**src/verilog/i2cev_pkg.sv**
```systemverilog
package i2cev_pkg;
  // register byte offsets
  localparam logic [7:0] I2CEV_CTRL_OFS  = 8'h00;
  localparam logic [7:0] I2CEV_STAT_OFS  = 8'h04;
  localparam logic [7:0] I2CEV_SHIFT_OFS = 8'h08;
  localparam logic [7:0] I2CEV_FLAG_OFS  = 8'h0C;
  // bus_control_reg fields
  localparam int CTRL_EN   = 7;
  localparam int CTRL_WREL = 5;
  localparam int CTRL_SPIE = 4;
  localparam int CTRL_WTIM = 3;
  localparam int CTRL_ACKE = 2;
  localparam int CTRL_STT  = 1;
  localparam int CTRL_SPT  = 0;
  // bus_status_reg fields
  localparam int STAT_MSTS = 7;
  localparam int STAT_TRC  = 3;
  localparam int STAT_ACKD = 2;
  localparam int STAT_STD  = 1;
  localparam int STAT_SPD  = 0;
  // bus_flag_reg fields
  localparam int FLAG_CLD   = 3;
  localparam int FLAG_DAD   = 2;
  localparam int FLAG_START_WITHOUT_STOP_OPTION = 1;
  localparam int FLAG_RSV   = 0;
  localparam logic [7:0] I2CEV_CTRL_RST = 8'h00;
  localparam logic [7:0] I2CEV_FLAG_RST = 8'h00;
  localparam logic [7:0] I2CEV_FF       = 8'hFF;
  localparam logic [1:0] AXI_OKAY       = 2'h0;
  localparam logic [1:0] AXI_SLVERR     = 2'h2;
  // quarter of a bus clock period
  localparam int CLK_MHZ     = 50;
  localparam int QUARTER_NS  = 2500;
  localparam int QUARTER_CYC = (QUARTER_NS * CLK_MHZ + 999) / 1000;
  typedef enum logic [2:0] {
    I2CEV_IDLE  = 3'b000,
    I2CEV_START = 3'b001,
    I2CEV_BIT   = 3'b010,
    I2CEV_WAIT  = 3'b011,
    I2CEV_STOP  = 3'b100
  } i2cev_state_e;
  typedef enum logic [1:0] {
    I2CEV_WK_ADDR = 2'b00,
    I2CEV_WK_8    = 2'b01,
    I2CEV_WK_9    = 2'b10
  } i2cev_wait_e;
endpackage

```
**src/verilog/i2cev_top.sv**
```systemverilog
// Added by the designer: the address map and the AXI4-Lite slave port.
`timescale 1ns/10ps
// Behaviour
// - address acked interrupt shows master, start, ack
// - eight-clock mode interrupts at eighth clock of a data byte, flags clear
// - nine-clock mode interrupts at ninth clock, ack shown
// - byte interrupts always; stop interrupt only when enabled
// - switching to nine-clock gives ninth-clock interrupt
// - nine-clock restart at ninth clock; address shows start
// - shift register write sends byte, releases wait
// - reception uses ack enable and wait release
// - status bit7 master, bit1 start, bit0 stop
module i2cev_top
  import i2cev_pkg::*;
#(
  parameter int QCYC = QUARTER_CYC
) (
  input  wire logic       aclk,
  input  wire logic       aresetn,
  input  wire logic [7:0] s_axi_awaddr,
  input  wire logic       s_axi_awvalid,
  output logic            s_axi_awready,
  input  wire logic [31:0] s_axi_wdata,
  input  wire logic [3:0] s_axi_wstrb,
  input  wire logic       s_axi_wvalid,
  output logic            s_axi_wready,
  output logic [1:0]      s_axi_bresp,
  output logic            s_axi_bvalid,
  input  wire logic       s_axi_bready,
  input  wire logic [7:0] s_axi_araddr,
  input  wire logic       s_axi_arvalid,
  output logic            s_axi_arready,
  output logic [31:0]     s_axi_rdata,
  output logic [1:0]      s_axi_rresp,
  output logic            s_axi_rvalid,
  input  wire logic       s_axi_rready,
  input  wire logic       clock_line_pin_in,
  output logic            clock_line_pin_out,
  output logic            clock_line_pin_oe,
  input  wire logic       data_line_pin_in,
  output logic            data_line_pin_out,
  output logic            data_line_pin_oe,
  output logic            transfer_irq
);
  i2cev_state_e state_reg;
  i2cev_wait_e  wkind_reg;
  logic [1:0]  phase_reg;
  logic [3:0]  bitn_reg;
  logic [7:0]  shift_reg;
  logic        addr_reg;
  logic        rxbit_reg;
  logic [15:0] qcnt_reg;
  logic [1:0]  scl_sync_reg, sda_sync_reg;
  logic        scl_d_reg, sda_d_reg;
  logic        en_reg, spie_reg, wtim_reg, acke_reg, stt_reg, spt_reg;
  logic        start_without_stop_option_reg, rsv_reg, en_d_reg, busy_reg;
  logic        msts_reg, trc_reg, ackd_reg, std_reg, spd_reg;
  logic        scl_low_reg, sda_low_reg, irq_reg;
  logic        bvalid_reg, rvalid_reg;
  logic [1:0]  bresp_reg, rresp_reg;
  logic [31:0] rdata_reg;
  logic        scl_s, sda_s, start_det, stop_det, tick;
  logic        wr_go, rd_go, wr_ctrl, wr_shift, wr_flag, wrel;
  logic        sample, end_bit, irq8, irq9, start_done, stop_done, data_go;
  logic        scl_low_next, sda_low_next, map_ok;
  logic [31:0] rdata_next;

  // two-stage synchronisers; edge detection compares the second stage with its delayed copy
  always_ff @(posedge aclk) begin
    if (!aresetn) begin
      scl_sync_reg <= 2'h3;
      sda_sync_reg <= 2'h3;
      scl_d_reg    <= 1'b1;
      sda_d_reg    <= 1'b1;
    end else begin
      scl_sync_reg <= {scl_sync_reg[0], clock_line_pin_in};
      sda_sync_reg <= {sda_sync_reg[0], data_line_pin_in};
      scl_d_reg    <= scl_sync_reg[1];
      sda_d_reg    <= sda_sync_reg[1];
    end
  end
  assign scl_s     = scl_sync_reg[1];
  assign sda_s     = sda_sync_reg[1];
  assign start_det = scl_s && scl_d_reg && sda_d_reg && !sda_s;
  assign stop_det  = scl_s && scl_d_reg && !sda_d_reg && sda_s;

  // axi4-lite slave: address and data taken together, one outstanding each
  assign wr_go         = s_axi_awvalid && s_axi_wvalid && !bvalid_reg;
  assign s_axi_awready = wr_go;
  assign s_axi_wready  = wr_go;
  assign rd_go         = s_axi_arvalid && !rvalid_reg;
  assign s_axi_arready = rd_go;
  assign wr_ctrl  = wr_go && s_axi_wstrb[0] && s_axi_awaddr == I2CEV_CTRL_OFS;
  assign wr_shift = wr_go && s_axi_wstrb[0] && s_axi_awaddr == I2CEV_SHIFT_OFS;
  assign wr_flag  = wr_go && s_axi_wstrb[0] && s_axi_awaddr == I2CEV_FLAG_OFS;
  assign wrel     = wr_ctrl && s_axi_wdata[CTRL_WREL];
  assign map_ok   = s_axi_awaddr == I2CEV_CTRL_OFS || s_axi_awaddr == I2CEV_STAT_OFS ||
                    s_axi_awaddr == I2CEV_SHIFT_OFS || s_axi_awaddr == I2CEV_FLAG_OFS;

  always_ff @(posedge aclk) begin
    if (!aresetn) begin
      bvalid_reg <= 1'b0;
      bresp_reg  <= AXI_OKAY;
    end else if (wr_go) begin
      bvalid_reg <= 1'b1;
      bresp_reg  <= map_ok ? AXI_OKAY : AXI_SLVERR;
    end else if (s_axi_bready) begin
      bvalid_reg <= 1'b0;
    end
  end

  always_comb begin
    rdata_next = 32'h0;
    if (s_axi_araddr == I2CEV_CTRL_OFS) begin
      rdata_next[7:0] = {en_reg, 2'h0, spie_reg, wtim_reg, acke_reg, stt_reg, spt_reg};
    end else if (s_axi_araddr == I2CEV_STAT_OFS) begin
      rdata_next[7:0] = {msts_reg, 3'h0, trc_reg, ackd_reg, std_reg, spd_reg};
    end else if (s_axi_araddr == I2CEV_SHIFT_OFS) begin
      rdata_next[7:0] = shift_reg;
    end else if (s_axi_araddr == I2CEV_FLAG_OFS) begin
      rdata_next[7:0] = {4'h0, scl_s, sda_s, start_without_stop_option_reg, rsv_reg};
    end
  end

  always_ff @(posedge aclk) begin
    if (!aresetn) begin
      rvalid_reg <= 1'b0;
      rdata_reg  <= 32'h0;
      rresp_reg  <= AXI_OKAY;
    end else if (rd_go) begin
      rvalid_reg <= 1'b1;
      rdata_reg  <= rdata_next;
      rresp_reg  <= (s_axi_araddr[1:0] == 2'h0 && s_axi_araddr <= I2CEV_FLAG_OFS) ? AXI_OKAY : AXI_SLVERR;
    end else if (s_axi_rready) begin
      rvalid_reg <= 1'b0;
    end
  end
  assign s_axi_bvalid = bvalid_reg;
  assign s_axi_bresp  = bresp_reg;
  assign s_axi_rvalid = rvalid_reg;
  assign s_axi_rdata  = rdata_reg;
  assign s_axi_rresp  = rresp_reg;

  // control and flag registers; a request write wins over the hardware clear
  always_ff @(posedge aclk) begin
    if (!aresetn) begin
      {en_reg, spie_reg, wtim_reg, acke_reg} <= I2CEV_CTRL_RST[7:4];
      stt_reg   <= 1'b0;
      spt_reg   <= 1'b0;
      start_without_stop_option_reg <= I2CEV_FLAG_RST[FLAG_START_WITHOUT_STOP_OPTION];
      rsv_reg   <= I2CEV_FLAG_RST[FLAG_RSV];
    end else begin
      if ((state_reg == I2CEV_IDLE && stt_reg && (busy_reg && rsv_reg)) || start_done || !en_reg) begin
        stt_reg <= 1'b0;
      end
      if (stop_done || !en_reg) begin
        spt_reg <= 1'b0;
      end
      if (wr_ctrl) begin
        en_reg   <= s_axi_wdata[CTRL_EN];
        spie_reg <= s_axi_wdata[CTRL_SPIE];
        wtim_reg <= s_axi_wdata[CTRL_WTIM];
        acke_reg <= s_axi_wdata[CTRL_ACKE];
        if (s_axi_wdata[CTRL_STT]) stt_reg <= 1'b1;
        if (s_axi_wdata[CTRL_SPT]) spt_reg <= 1'b1;
      end
      if (wr_flag) begin
        start_without_stop_option_reg <= s_axi_wdata[FLAG_START_WITHOUT_STOP_OPTION];
        rsv_reg   <= s_axi_wdata[FLAG_RSV];
      end
    end
  end

  // bus busy: without the option the bus counts as taken until a stop is seen
  always_ff @(posedge aclk) begin
    if (!aresetn) begin
      en_d_reg <= 1'b0;
      busy_reg <= 1'b0;
    end else begin
      en_d_reg <= en_reg;
      if (en_reg && !en_d_reg) busy_reg <= !start_without_stop_option_reg;
      else if (start_det)      busy_reg <= 1'b1;
      else if (stop_det)       busy_reg <= 1'b0;
    end
  end

  // quarter-bit timebase
  always_ff @(posedge aclk) begin
    if (!aresetn || qcnt_reg == 16'(QCYC - 1)) qcnt_reg <= 16'h0;
    else                                      qcnt_reg <= qcnt_reg + 16'h1;
  end
  assign tick = qcnt_reg == 16'(QCYC - 1);

  assign sample     = state_reg == I2CEV_BIT && tick && phase_reg == 2'h2;
  assign end_bit    = state_reg == I2CEV_BIT && tick && phase_reg == 2'h3;
  assign irq8       = end_bit && bitn_reg == 4'h7 && !wtim_reg && !addr_reg;
  assign irq9       = end_bit && bitn_reg == 4'h8;
  assign start_done = state_reg == I2CEV_START && tick && phase_reg == 2'h2;
  assign stop_done  = state_reg == I2CEV_STOP && tick && phase_reg == 2'h2;
  assign data_go    = state_reg == I2CEV_WAIT && wkind_reg == I2CEV_WK_9 && !stt_reg && !spt_reg &&
                      (wr_shift || wrel);

  // transfer engine
  always_ff @(posedge aclk) begin
    if (!aresetn || !en_reg) begin
      state_reg <= I2CEV_IDLE;
      wkind_reg <= I2CEV_WK_ADDR;
      phase_reg <= 2'h0;
      bitn_reg  <= 4'h0;
      shift_reg <= 8'h0;
      addr_reg  <= 1'b0;
      rxbit_reg <= 1'b0;
    end else begin
      case (state_reg)
        I2CEV_IDLE: begin
          phase_reg <= 2'h0;
          if (spt_reg) begin
            state_reg <= I2CEV_STOP;
          // busy settles one cycle after enable; without the option, hold the start until then
          end else if (stt_reg && !busy_reg && (start_without_stop_option_reg || en_d_reg)) begin
            state_reg <= I2CEV_START;
          end
        end
        I2CEV_START, I2CEV_STOP: begin
          if (tick && !(phase_reg == 2'h1 && !scl_s)) phase_reg <= phase_reg + 2'h1;
          if (start_done) begin
            state_reg <= I2CEV_WAIT;
            wkind_reg <= I2CEV_WK_ADDR;
            phase_reg <= 2'h0;
          end
          if (stop_done) state_reg <= I2CEV_IDLE;
        end
        I2CEV_BIT: begin
          // clock stretching: high phase waits for the line to read high
          if (tick && !(phase_reg == 2'h1 && !scl_s)) phase_reg <= phase_reg + 2'h1;
          // shift at the end of the bit, clock low, so data never moves under a high clock
          if (sample) rxbit_reg <= sda_s;
          if (end_bit) begin
            bitn_reg <= bitn_reg + 4'h1;
            if (bitn_reg != 4'h8) shift_reg <= {shift_reg[6:0], rxbit_reg};
            if (irq8) begin
              state_reg <= I2CEV_WAIT;
              wkind_reg <= I2CEV_WK_8;
            end else if (irq9) begin
              state_reg <= I2CEV_WAIT;
              wkind_reg <= I2CEV_WK_9;
            end
          end
        end
        I2CEV_WAIT: begin
          phase_reg <= 2'h0;
          if (wkind_reg == I2CEV_WK_8) begin
            if (wrel || wr_shift) begin
              state_reg <= I2CEV_BIT;
              bitn_reg  <= 4'h8;
            end
          end else if (stt_reg && wkind_reg == I2CEV_WK_9) begin
            state_reg <= I2CEV_START;
          end else if (spt_reg) begin
            state_reg <= I2CEV_STOP;
          end else if (wr_shift) begin
            state_reg <= I2CEV_BIT;
            bitn_reg  <= 4'h0;
            shift_reg <= s_axi_wdata[7:0];
            addr_reg  <= wkind_reg == I2CEV_WK_ADDR;
          end else if (wrel && wkind_reg == I2CEV_WK_9) begin
            state_reg <= I2CEV_BIT;
            bitn_reg  <= 4'h0;
            shift_reg <= I2CEV_FF;
            addr_reg  <= 1'b0;
          end
        end
        default: state_reg <= I2CEV_IDLE;
      endcase
    end
  end

  // line drive; ack bit driven low only when receiving with ack enabled
  always_comb begin
    scl_low_next = 1'b0;
    sda_low_next = 1'b0;
    case (state_reg)
      I2CEV_START: begin
        scl_low_next = phase_reg == 2'h2;
        sda_low_next = phase_reg != 2'h0;
      end
      I2CEV_STOP: begin
        scl_low_next = phase_reg == 2'h0;
        sda_low_next = phase_reg != 2'h2;
      end
      I2CEV_BIT: begin
        scl_low_next = phase_reg == 2'h0 || phase_reg == 2'h3;
        sda_low_next = (bitn_reg == 4'h8) ? (!trc_reg && acke_reg) : !shift_reg[7];
      end
      I2CEV_WAIT: begin
        scl_low_next = 1'b1;
        sda_low_next = wkind_reg == I2CEV_WK_ADDR;
      end
      default: begin
        scl_low_next = 1'b0;
        sda_low_next = 1'b0;
      end
    endcase
  end

  // status flags change on bus events, on shift register or wait release writes and on clearing the enable bit, and hold in between
  always_ff @(posedge aclk) begin
    if (!aresetn || !en_reg) begin
      {msts_reg, trc_reg, ackd_reg, std_reg, spd_reg} <= 5'h0;
      scl_low_reg <= 1'b0;
      sda_low_reg <= 1'b0;
      irq_reg     <= 1'b0;
    end else begin
      scl_low_reg <= scl_low_next;
      sda_low_reg <= sda_low_next;
      irq_reg     <= irq8 || irq9 || (stop_det && spie_reg);
      if (stop_done) msts_reg <= 1'b0;
      else if (start_done) msts_reg <= 1'b1;
      if (data_go || stop_det) std_reg <= 1'b0;
      if (start_det) std_reg <= 1'b1;
      if (start_det) spd_reg <= 1'b0;
      if (stop_det) spd_reg <= 1'b1;
      if (data_go || stop_det) ackd_reg <= 1'b0;
      if (sample && bitn_reg == 4'h8) ackd_reg <= !sda_s;
      if (stop_det) trc_reg <= 1'b0;
      else if (state_reg == I2CEV_WAIT && wkind_reg == I2CEV_WK_ADDR && wr_shift) trc_reg <= 1'b1;
      else if (irq9 && addr_reg) trc_reg <= !shift_reg[0];
    end
  end

  assign clock_line_pin_out = 1'b0;
  assign clock_line_pin_oe  = scl_low_reg;
  assign data_line_pin_out  = 1'b0;
  assign data_line_pin_oe   = sda_low_reg;
  assign transfer_irq       = irq_reg;
endmodule

```
**config.mk**
```make
export PLATFORM = sky130hd
export DESIGN_NAME = i2cev_top
export DESIGN_NICKNAME = d
export VERILOG_FILES = /design/src/verilog/i2cev_pkg.sv /design/src/verilog/i2cev_top.sv
export SDC_FILE = /design/constraint.sdc
export NUM_CORES = 1
export LEC_CHECK = 0
export BUFFER_PORTS_ARGS = -buffer_cell sky130_fd_sc_hd__buf_2
export CAP_MARGIN = 25
export CORE_UTILIZATION = 28
export CTS_CLUSTER_DIAMETER = 120
export DETAILED_ROUTE_END_ITERATION = 8
export PLACE_DENSITY = 0.6
export SLEW_MARGIN = 20
export SYNTH_ARGS = -nofsm -noshare
export SYNTH_HDL_FRONTEND = slang
export SYNTH_SLANG_ARGS = --single-unit
```
**constraint.sdc**
```tcl
create_clock -name aclk -period 5.2 [get_ports aclk]
set_input_delay 0.26 -clock aclk [delete_from_list [all_inputs] [get_ports aclk]]
set_output_delay 0.26 -clock aclk [all_outputs]
set_load 0.03 [all_outputs]
```
==> impl_metrics.tcl, run 1 <==
set metrics [dict create \
    overflow 0 \
    synthCells 441 \
    critPathCaptureType "flop" \
    crit_arrival_ns 2.80 \
    tightest_slew_ns 1.02 \
    grt_pass1_wl_um 15000 \
    p_total_mw 1.25 \
    cts_tree "yes" \
    place_congestion 0.889 \
    grt_pass1_vias 3150 \
    power_frac_comb 0.068 \
    clockPowerShare 0.476 \
    syn-cell-area_um2 3800 \
    rsz0062_at_grt "false" \
    fin_crit_sh 0.490 \
    antenna_found_initial 0 \
    vias 3258 \
    final-max-slew-violation-count 0 \
    area_growth_pct 14.8 \
    fmax_mhz 393 \
    worst_ep_required_time_ns 5.46 \
    status "finished clean" \
    wl_per_cell_um 13.6 \
    largest_register_ff_count 16 \
    synth-seq-area-share 0.385 \
    setup_viol_count_final 0 \
    met3_usage 0.0415 \
    start_kind "flop" \
    hold_path.class "input pin to flop" \
    layout-drive-gt1-share 0.169 \
    final_core_utilization 0.329 \
    yosysUniqueCellTypes 57 \
    rows 42 \
    ctsHoldBuffers 0 \
    synth_edf_count 0 \
    dpl_cell_area_um2 4080 \
    grtUsageMet2 0.226 \
    syn_avg_cell_area_um2 8.62 \
    relSlewSlack 0.317 \
    crit_fanout 19 \
    htreeDepth 3 \
    hpwl_um 6580 \
    clkSinkCount 73 \
    post-cts-setup-buffers 0 \
    insertion_delay_ns 0.35 \
    drv_cap 0 \
    cp_slowest_cell "dfxtp_1" \
    cts-resized-gates 0 \
    p_seq_frac 0.457 \
    fill_cells 1396 \
    start_util 0.287 \
    path_class "flop to flop" \
    ir_drop_mv 0.127 \
    io_buffers 51 \
    ys_seq_elements 73 \
    dr.first_iter.drc_count 206 \
    dieArea_um2 14000 \
    async_flop_share 0 \
    antenna_cells 0 \
    critPathMaxStageDelay_ns 0.69 \
    internal_power_mw 0.920 \
    tns_ns 0 \
    cp_cell_sequence "and3b_1, nand3_1, or4_1, a21oi_1" \
    stdcell_area_um2 4360 \
    fp.dieH_um 118 \
    grt_max_degree 24 \
    p_switching_mw 0.329 \
    routed_wl_um 9010 \
    clockRootBuffer "clkbuf_16" \
    ant_nets 0 \
    yosys_warnings 0 \
    top_usage_layer "met2" \
    die_x_um 118 \
    firstDrtPassIters 5 \
    grt.met1_usage 0.163 \
    p_leak_nw 1.67 \
    skew_ns 0.0116 \
    drc 0 \
    cts_made_buffers 9 \
    vias_per_cell 4.94 \
    power.density_nw_per_um2 286 \
    clk_pin_slew_worst_paths_ns 0.06 \
    clock_path_buffers 2 \
    io-pin-count 107 \
    switching_share 0.263 \
    synth_ff_type "dfxtp_1" \
    track_usage 0.135 \
    final.min_clock_period_ns 2.55 \
    nets 548 \
    hold_viol_final 0 \
    coreArea_um2 13200 \
]
[per-layer routing]
| metal | vias to the layer above | part of all wire |
|---|---|---|
| li1 | 1583 | - |
| met1 | 1545 | 0.46 |
| met4 | 0 | 0.012 |
| met3 | 10 | 0.059 |
| met2 | 120 | 0.47 |
| met5 | - | 0 |
[kinds of logic after synthesis]
| family | synth area share |
|---|---|
| other | 0.000987 |
| AO/OA/AOI/OAI | 0.146 |
| multiplexers | 0.0794 |
| AND/OR/NAND/NOR | 0.223 |
| flip-flops | 0.385 |
| buffers and inverters | 0.101 |
| adder cells (fa/ha/maj) | 0.0263 |
| XOR/XNOR | 0.0392 |
[layout make-up]
type                       instances  area, µm²  share of cell area
tap                              176        220              0.0505
clock inverter                     7       61.3              0.0141
clock buffer                       9        225              0.0516
timing repair buffer              52        263              0.0602
sequential                        73       1460               0.335
inverter                          20       75.1              0.0172
multi-input combinational        323       2060               0.471
[metrics by stage]
step / hold slack, ns / setup WS, ns / std cells
floorplan: 0.361 / 2.78 / 468
global placement: 0.399 / 2.74 / 644
detailed placement: 0.402 / 2.74 / 644
CTS: 0.0964 / 2.72 / 660
global route: 0.120 / 2.50 / 660
finish: 0.103 / 2.65 / 660
[cell usage after synthesis (3+ instances only)]
master	n	share of area
nor2b_1	3	0.0049
a21oi_1	24	0.032
o22ai_1	3	0.0049
nor3_1	8	0.011
clkbuf_1	20	0.020
or4_1	3	0.0059
nor2_1	51	0.050
mux2i_1	20	0.053
nor3b_1	3	0.0059
o31ai_1	3	0.0059
o221ai_1	9	0.021
o21ai_0	7	0.0092
a31oi_1	6	0.0099
nand4_1	9	0.015
dfxtp_1	73	0.38
nand2b_1	16	0.026
xor2_1	10	0.023
nand2_1	37	0.037
buf_2	3	0.0040
a211oi_1	3	0.0059
and2_1	3	0.0049
nand3_1	12	0.016
ha_1	8	0.026
inv_1	19	0.019
xnor2_1	7	0.016
mux4_2	4	0.024
a22oi_1	8	0.016
buf_4	29	0.057
[power by group through the flow]
| stage | sequential (mW) | clock, mW | combinational [mW] |
|---|---|---|---|
| floorplan | 0.586 | 0 | 0.0739 |
| CTS | 0.570 | 0.608 | 0.0847 |
| global placement | 0.583 | 0 | 0.0831 |
| finish | 0.571 | 0.594 | 0.0845 |
| detailed placement | 0.583 | 0 | 0.0845 |
| global route | 0.571 | 0.636 | 0.0921 |
[worst paths after layout]
path                          from         endpoint  slack (ns)  cells past startpoint
setup / recovery      state_reg[1]         addr_reg        2.65                      4
hold / removal    data_line_pin_in  sda_sync_reg[0]        0.10                      2
hold reg to reg    scl_sync_reg[0]  scl_sync_reg[1]        0.41                      1
setup reg to reg      state_reg[1]         addr_reg        2.65                      4
[worst max-delay path, delay by kind of cell, from the launching register on]
family	cells	cell delay, ns
AND/OR/NAND/NOR	3	1.61
AO/OA/AOI/OAI	1	0.15
flip-flops	1	0.69
[cells in the final DEF (no fill, tap or decap), drive strengths merged, types with 4 or more instances in the layout]
cell    netlist  layout
nand3        12      12
o221ai        9       9
clkbuf       20       9
mux4          4       4
nand2b       16      16
buf          32      52
a31oi         6       6
mux2i        20      20
nand4         9       9
nor4          4       4
nor3          8       8
nor2         52      52
a21oi        24      24
nand2        37      37
a22oi         8       8
dfxtp        73      73
inv          19      22
o21ai         7       7
xnor2         7       7
conb          1      28
xor2         10      10
ha            8       8
(Power assumes the default switching activity.)
==> run 2, diff against run 1 <==
- ABC_AREA: unset -> 1
- clock period: 5.2 -> 2.4 ns (I/O delays scaled with it)
==> impl_metrics.tcl, run 2 <==
set metrics [dict create \
    switching_share 0.230 \
    overflow 0 \
    crit_arrival_ns 2.11 \
    wl_per_cell_um 11.9 \
    syn-cell-area_um2 4050 \
    largest_register_ff_count 16 \
    insertion_delay_ns 0.33 \
    coreArea_um2 14000 \
    crit_fanout 6 \
    power.density_nw_per_um2 618 \
    synthTopCellsByArea "dfxtp_1 36%, nand2_1 9.3%, nor2_1 6.6%, inv_1 6.3%, buf_4 5.6%" \
    synth_top_cell_area_share 0.361 \
    syn_avg_cell_area_um2 7.11 \
    yosysUniqueCellTypes 50 \
    antenna_cells 0 \
    top_layer_used "met4" \
    synth_ff_type "dfxtp_1" \
    fmax_mhz 532 \
    hold_path.class "input pin to flop" \
    grt_pass1_vias 3140 \
    skew_ns 0.00659 \
    rows 43 \
    fin_crit_sh 0.783 \
    fill_cells 1514 \
    synth-seq-area-share 0.361 \
    place_congestion 0.825 \
    start_kind "flop" \
    final.min_clock_period_ns 1.88 \
    vias 3595 \
    clk_pin_slew_worst_paths_ns 0.06 \
    mostFrequentLayoutCells "100 x nand2_1, 73 x dfxtp_1, 71 x nor2_1" \
    synthCells 570 \
    cts_tree "yes" \
    stdcell_area_um2 4750 \
    critPathMaxStageDelay_ns 0.37 \
    io-pin-count 107 \
    ir_drop_mv 0.255 \
    post-cts-setup-buffers 0 \
    die_x_um 122 \
    yosysMostFrequentCell "nand2_1" \
    area_growth_pct 17.2 \
    tns_ns 0 \
    io_buffers 51 \
    hold_viol_final 0 \
    yosys-top-cells-count "100 x nand2_1, 73 x dfxtp_1, 71 x nor2_1" \
    p_leak_nw 2.11 \
    cp_slowest_cell "nor2_1" \
    seqCellArea_um2 1460 \
    cp_cell_sequence "inv_1, ha_1, nand2_1, nor2_1, nand4_1, nand3_1, nand4_1, o21bai_1, inv_1" \
    layout-drive-gt1-share 0.196 \
    synth_edf_count 0 \
    p_seq_frac 0.424 \
    drc 0 \
    clkSinkCount 73 \
    dpl_cell_area_um2 4400 \
    firstDrtPassIters 4 \
    wl_met2_um 4150 \
    nets 697 \
    clockPowerShare 0.502 \
    ant_nets 0 \
    grt_max_degree 17 \
    critPathCaptureType "flop" \
    yosys.area.top_type "dfxtp_1" \
    antenna_found_initial 0 \
    p_total_mw 2.93 \
    status "finished clean" \
    final_common_cell "nand2_1" \
    async_flop_share 0 \
    internal_power_mw 2.26 \
    power_frac_comb 0.075 \
    cts_made_buffers 9 \
    start_util 0.290 \
    dpl.cell_count 795 \
    clock_path_buffers 2 \
    setup_viol_count_final 0 \
    htreeDepth 3 \
    vias_per_cell 4.42 \
    drv_cap 0 \
    track_usage 0.137 \
    clockRootBuffer "clkbuf_16" \
    dieArea_um2 15000 \
    final-max-slew-violation-count 0 \
    rsz0062_at_grt "false" \
    wl_met3_um 453 \
    fin_cells 813 \
    grt_pass1_wl_um 15900 \
    routed_wl_um 9650 \
    hpwl_um 7480 \
    multiInputGateArea_um2 2110 \
    dr.first_iter.drc_count 214 \
    ys_seq_elements 73 \
    wl_met1_um 4910 \
    path_class "flop to flop" \
    final_core_utilization 0.339 \
    worst_ep_required_time_ns 2.63 \
    fp.dieH_um 122 \
    yosys_warnings 0 \
    p_switching_mw 0.675 \
]
==> run 2: final timing paths <==
| check | startpoint | endpoint | slack [ns] | cells after the start |
|---|---|---|---|---|
| setup / recovery | bitn_reg[0] | state_reg[1] | 0.52 | 9 |
| hold reg to reg | scl_sync_reg[0] | scl_sync_reg[1] | 0.41 | 1 |
| hold / removal | s_axi_rready | s_axi_rvalid | 0.04 | 4 |
| setup reg to reg | bitn_reg[0] | state_reg[1] | 0.52 | 9 |
==> run 2: routing by layer <==
metal | vias up | global-route usage
li1 | 1910 | -
met1 | 1596 | 0.203
met2 | 79 | 0.192
met3 | 10 | 0.0256
met4 | 0 | 0.0556
met5 | - | 0
==> run 2: final cells by class <==
type | count | share of cell area
multi-input cells | 406 | 0.445
flip-flops and latches | 73 | 0.308
repair buffers | 59 | 0.0675
inverters | 79 | 0.0630
clock buffers | 12 | 0.0540
well taps | 180 | 0.0474
clock inverters | 4 | 0.0155
==> run 2: cells by family (layout without fill, tap and decap cells) <==
| kind of cell | Yosys count | count (layout) | share of synthesized area |
|---|---|---|---|
| XOR/XNOR | 4 | 4 | 0.00865 |
| adder cells (fa/ha/maj) | 8 | 8 | 0.0247 |
| AO/OA/AOI/OAI | 108 | 108 | 0.152 |
| flip-flops | 73 | 73 | 0.361 |
| multiplexers | 1 | 1 | 0.00247 |
| buffers and inverters | 118 | 154 | 0.143 |
| AND/OR/NAND/NOR | 257 | 257 | 0.308 |
| other | 1 | 28 | 0.000926 |
==> run 2: what timing repair did <==
action | 4_1_cts | 5_1_grt
hold buffers | 2 | 0
gates resized for setup | 0 | 0
endpoints found under the hold margin | 2 | 0
==> run 2: critical path: cells and delay by family (launching register included) <==
family,cells,cell delay (ns)
AND/OR/NAND/NOR,5,0.99
adder cells (fa/ha/maj),1,0.15
flip-flops,1,0.32
AO/OA/AOI/OAI,1,0.16
buffers and inverters,2,0.16
==> run 2: through the flow <==
| stage | setup WS [ns] | hold WS (ns) |
|---|---|---|
| final | 0.521 | 0.0413 |
| after CTS | 0.525 | 0.0281 |
| after detailed placement | 0.543 | 0.311 |
| after global placement | 0.547 | 0.310 |
| after floorplan | 0.852 | 0.227 |
| after global routing | 0.294 | 0.0473 |
==> run 2: power groups by stage <==
| stage | sequential [mW] | clock [mW] | combinational (mW) |
|---|---|---|---|
| 3_3_place_gp | 1.27 | 0 | 0.216 |
| 6_report | 1.24 | 1.47 | 0.219 |
| 3_5_place_dp | 1.27 | 0 | 0.217 |
| 2_1_floorplan | 1.29 | 0 | 0.163 |
| 5_1_grt | 1.25 | 1.56 | 0.242 |
| 4_1_cts | 1.24 | 1.51 | 0.220 |
==> run 3, diff against run 2 <==
- PLACE_DENSITY: 0.6 -> 0.61
- clock period: 2.4 -> 1.7 ns (I/O delays scaled with it)
==> impl_metrics.tcl, run 3 (same netlist as run 2, synthesis figures left out) <==
set metrics [dict create \
    worst_ep_required_time_ns 1.98 \
    fin_crit_sh 0.978 \
    dr.first_iter.drc_count 202 \
    dieArea_um2 15000 \
    setup_viol_count_final 0 \
    power.density_nw_per_um2 823 \
    antenna_found_initial 0 \
    area_growth_pct 26.1 \
    cts_made_buffers 9 \
    start_util 0.290 \
    vias 3791 \
    pre_cts_ws_ns -0.0354 \
    grt_max_degree 16 \
    firstDrtPassIters 5 \
    nets 726 \
    start_kind "flop" \
    tns_ns 0 \
    hold_path.class "input pin to flop" \
    clockRootBuffer "clkbuf_16" \
    place_congestion 0.835 \
    ant_nets 0 \
    overflow 0 \
    crit_arrival_ns 1.95 \
    ir_drop_mv 0.479 \
    layout_setup_ws_ns 0.0382 \
    final.min_clock_period_ns 1.66 \
    rsz0062_at_grt "true" \
    mostFrequentLayoutCells "93 x nand2_1, 68 x dfxtp_1, 65 x nor2_1" \
    layout-drive-gt1-share 0.278 \
    drc 0 \
    skew_ns 0.00744 \
    crit_fanout 5 \
    insertion_delay_ns 0.35 \
    htreeDepth 3 \
    clock_path_buffers 2 \
    routed_wl_um 10200 \
    status "finished clean" \
    track_usage 0.144 \
    grt_pass1_vias 3402 \
    p_leak_nw 2.25 \
    hold_viol_final 0 \
    fill_cells 1509 \
    r2r_setup_slack_ns 0.04 \
    critPathCaptureType "flop" \
    fmax_mhz 602 \
    final_common_cell "nand2_1" \
    rows 43 \
    die_x_um 122 \
    drv_cap 0 \
    antenna_cells 0 \
    vias_per_cell 4.50 \
    io-pin-count 107 \
    fp.dieH_um 122 \
    path_class "flop to flop" \
    clkSinkCount 73 \
    grt_pass1_wl_um 16600 \
    hpwl_um 7740 \
    cts_tree "yes" \
    largest_register_ff_count 16 \
    clk_pin_slew_worst_paths_ns 0.06 \
    wl_per_cell_um 12.1 \
    coreArea_um2 14000 \
    final-max-slew-violation-count 0 \
    io_buffers 51 \
]
-- run 3: changes by cell type in the layout (fill, tap and decap cells not counted), sizes merged --
| cell | before | now |
|---|---|---|
| buf | 57 | 83 |
| clkinvlp | 0 | 1 |
| nand3 | 33 | 34 |
| clkbuf | 12 | 9 |
| dlygate4sd3 | 2 | 4 |
| inv | 79 | 81 |
-- run 3: where the power goes --
part / total [mW] / internal (mW) / switching (mW) / leakage, nW
Combinational: 0.331 / 0.0960 / 0.235 / 1.50
Clock: 2.11 / 1.30 / 0.812 / 0.158
Sequential: 1.76 / 1.74 / 0.0159 / 0.594
Total: 4.20 / 3.14 / 1.06 / 2.25
-- run 3: worst paths after layout --
kind | from | end | cells past startpoint
setup / recovery | qcnt_reg[0] | bitn_reg[2] | 14
hold / removal | s_axi_bready | s_axi_bvalid | 4
setup reg to reg | qcnt_reg[0] | bitn_reg[2] | 14
hold reg to reg | sda_sync_reg[0] | sda_sync_reg[1] | 1
-- run 3: routing by layer --
| layer | routed length (µm) | global-route usage |
|---|---|---|
| met1 | 5090 | 0.199 |
| met2 | 4420 | 0.213 |
| met3 | 509 | 0.0302 |
| met4 | 199 | 0.0610 |
| met5 | 0 | 0 |
-- run 3: layout make-up --
cell class / instances / area, µm² / area share
Inverter: 79 / 304 / 0.0595
Clock buffer: 9 / 225 / 0.0441
Multi-Input combinational cell: 407 / 2240 / 0.439
Tap cell: 180 / 225 / 0.0441
Timing Repair Buffer: 87 / 539 / 0.106
Sequential cell: 73 / 1470 / 0.287
Clock inverter: 7 / 101 / 0.0198
-- run 3: critical path, cell delays in order, from the launching register on --
cell     delay (ns)
dfxtp_2        0.33
inv_2          0.07
ha_4           0.12
nand2_2        0.04
inv_2          0.06
nand2_4        0.05
nor2_4         0.16
nand3_2        0.10
nand2_2        0.10
nand2_4        0.07
nor2b_4        0.19
nand2_4        0.09
nand2_2        0.06
nand2_1        0.04
nor2_1         0.11
-- run 3: through the flow --
stage / instances / total power, mW / utilization / hold WS [ns] / cell area, µm²
after floorplan: 597 / 2.05 / - / 0.192 / 4150
after global placement: 815 / 2.10 / 0.325 / 0.283 / 4550
after detailed placement: 815 / 2.11 / 0.325 / 0.285 / 4550
after CTS: 836 / 4.24 / 0.354 / 0.00682 / 4960
after global routing: 842 / 4.36 / 0.365 / 0.0377 / 5110
final: 842 / 4.20 / 0.365 / 0.0177 / 5110
-- run 3: timing repair --
item                                    CTS  global route
pin swaps                                 3            23
endpoints found under the hold margin     5             0
endpoints found under the setup margin   10            28
setup buffers                             0             6
cloned                                    1             0
resized for setup                         8            37
hold buffers                              4             0
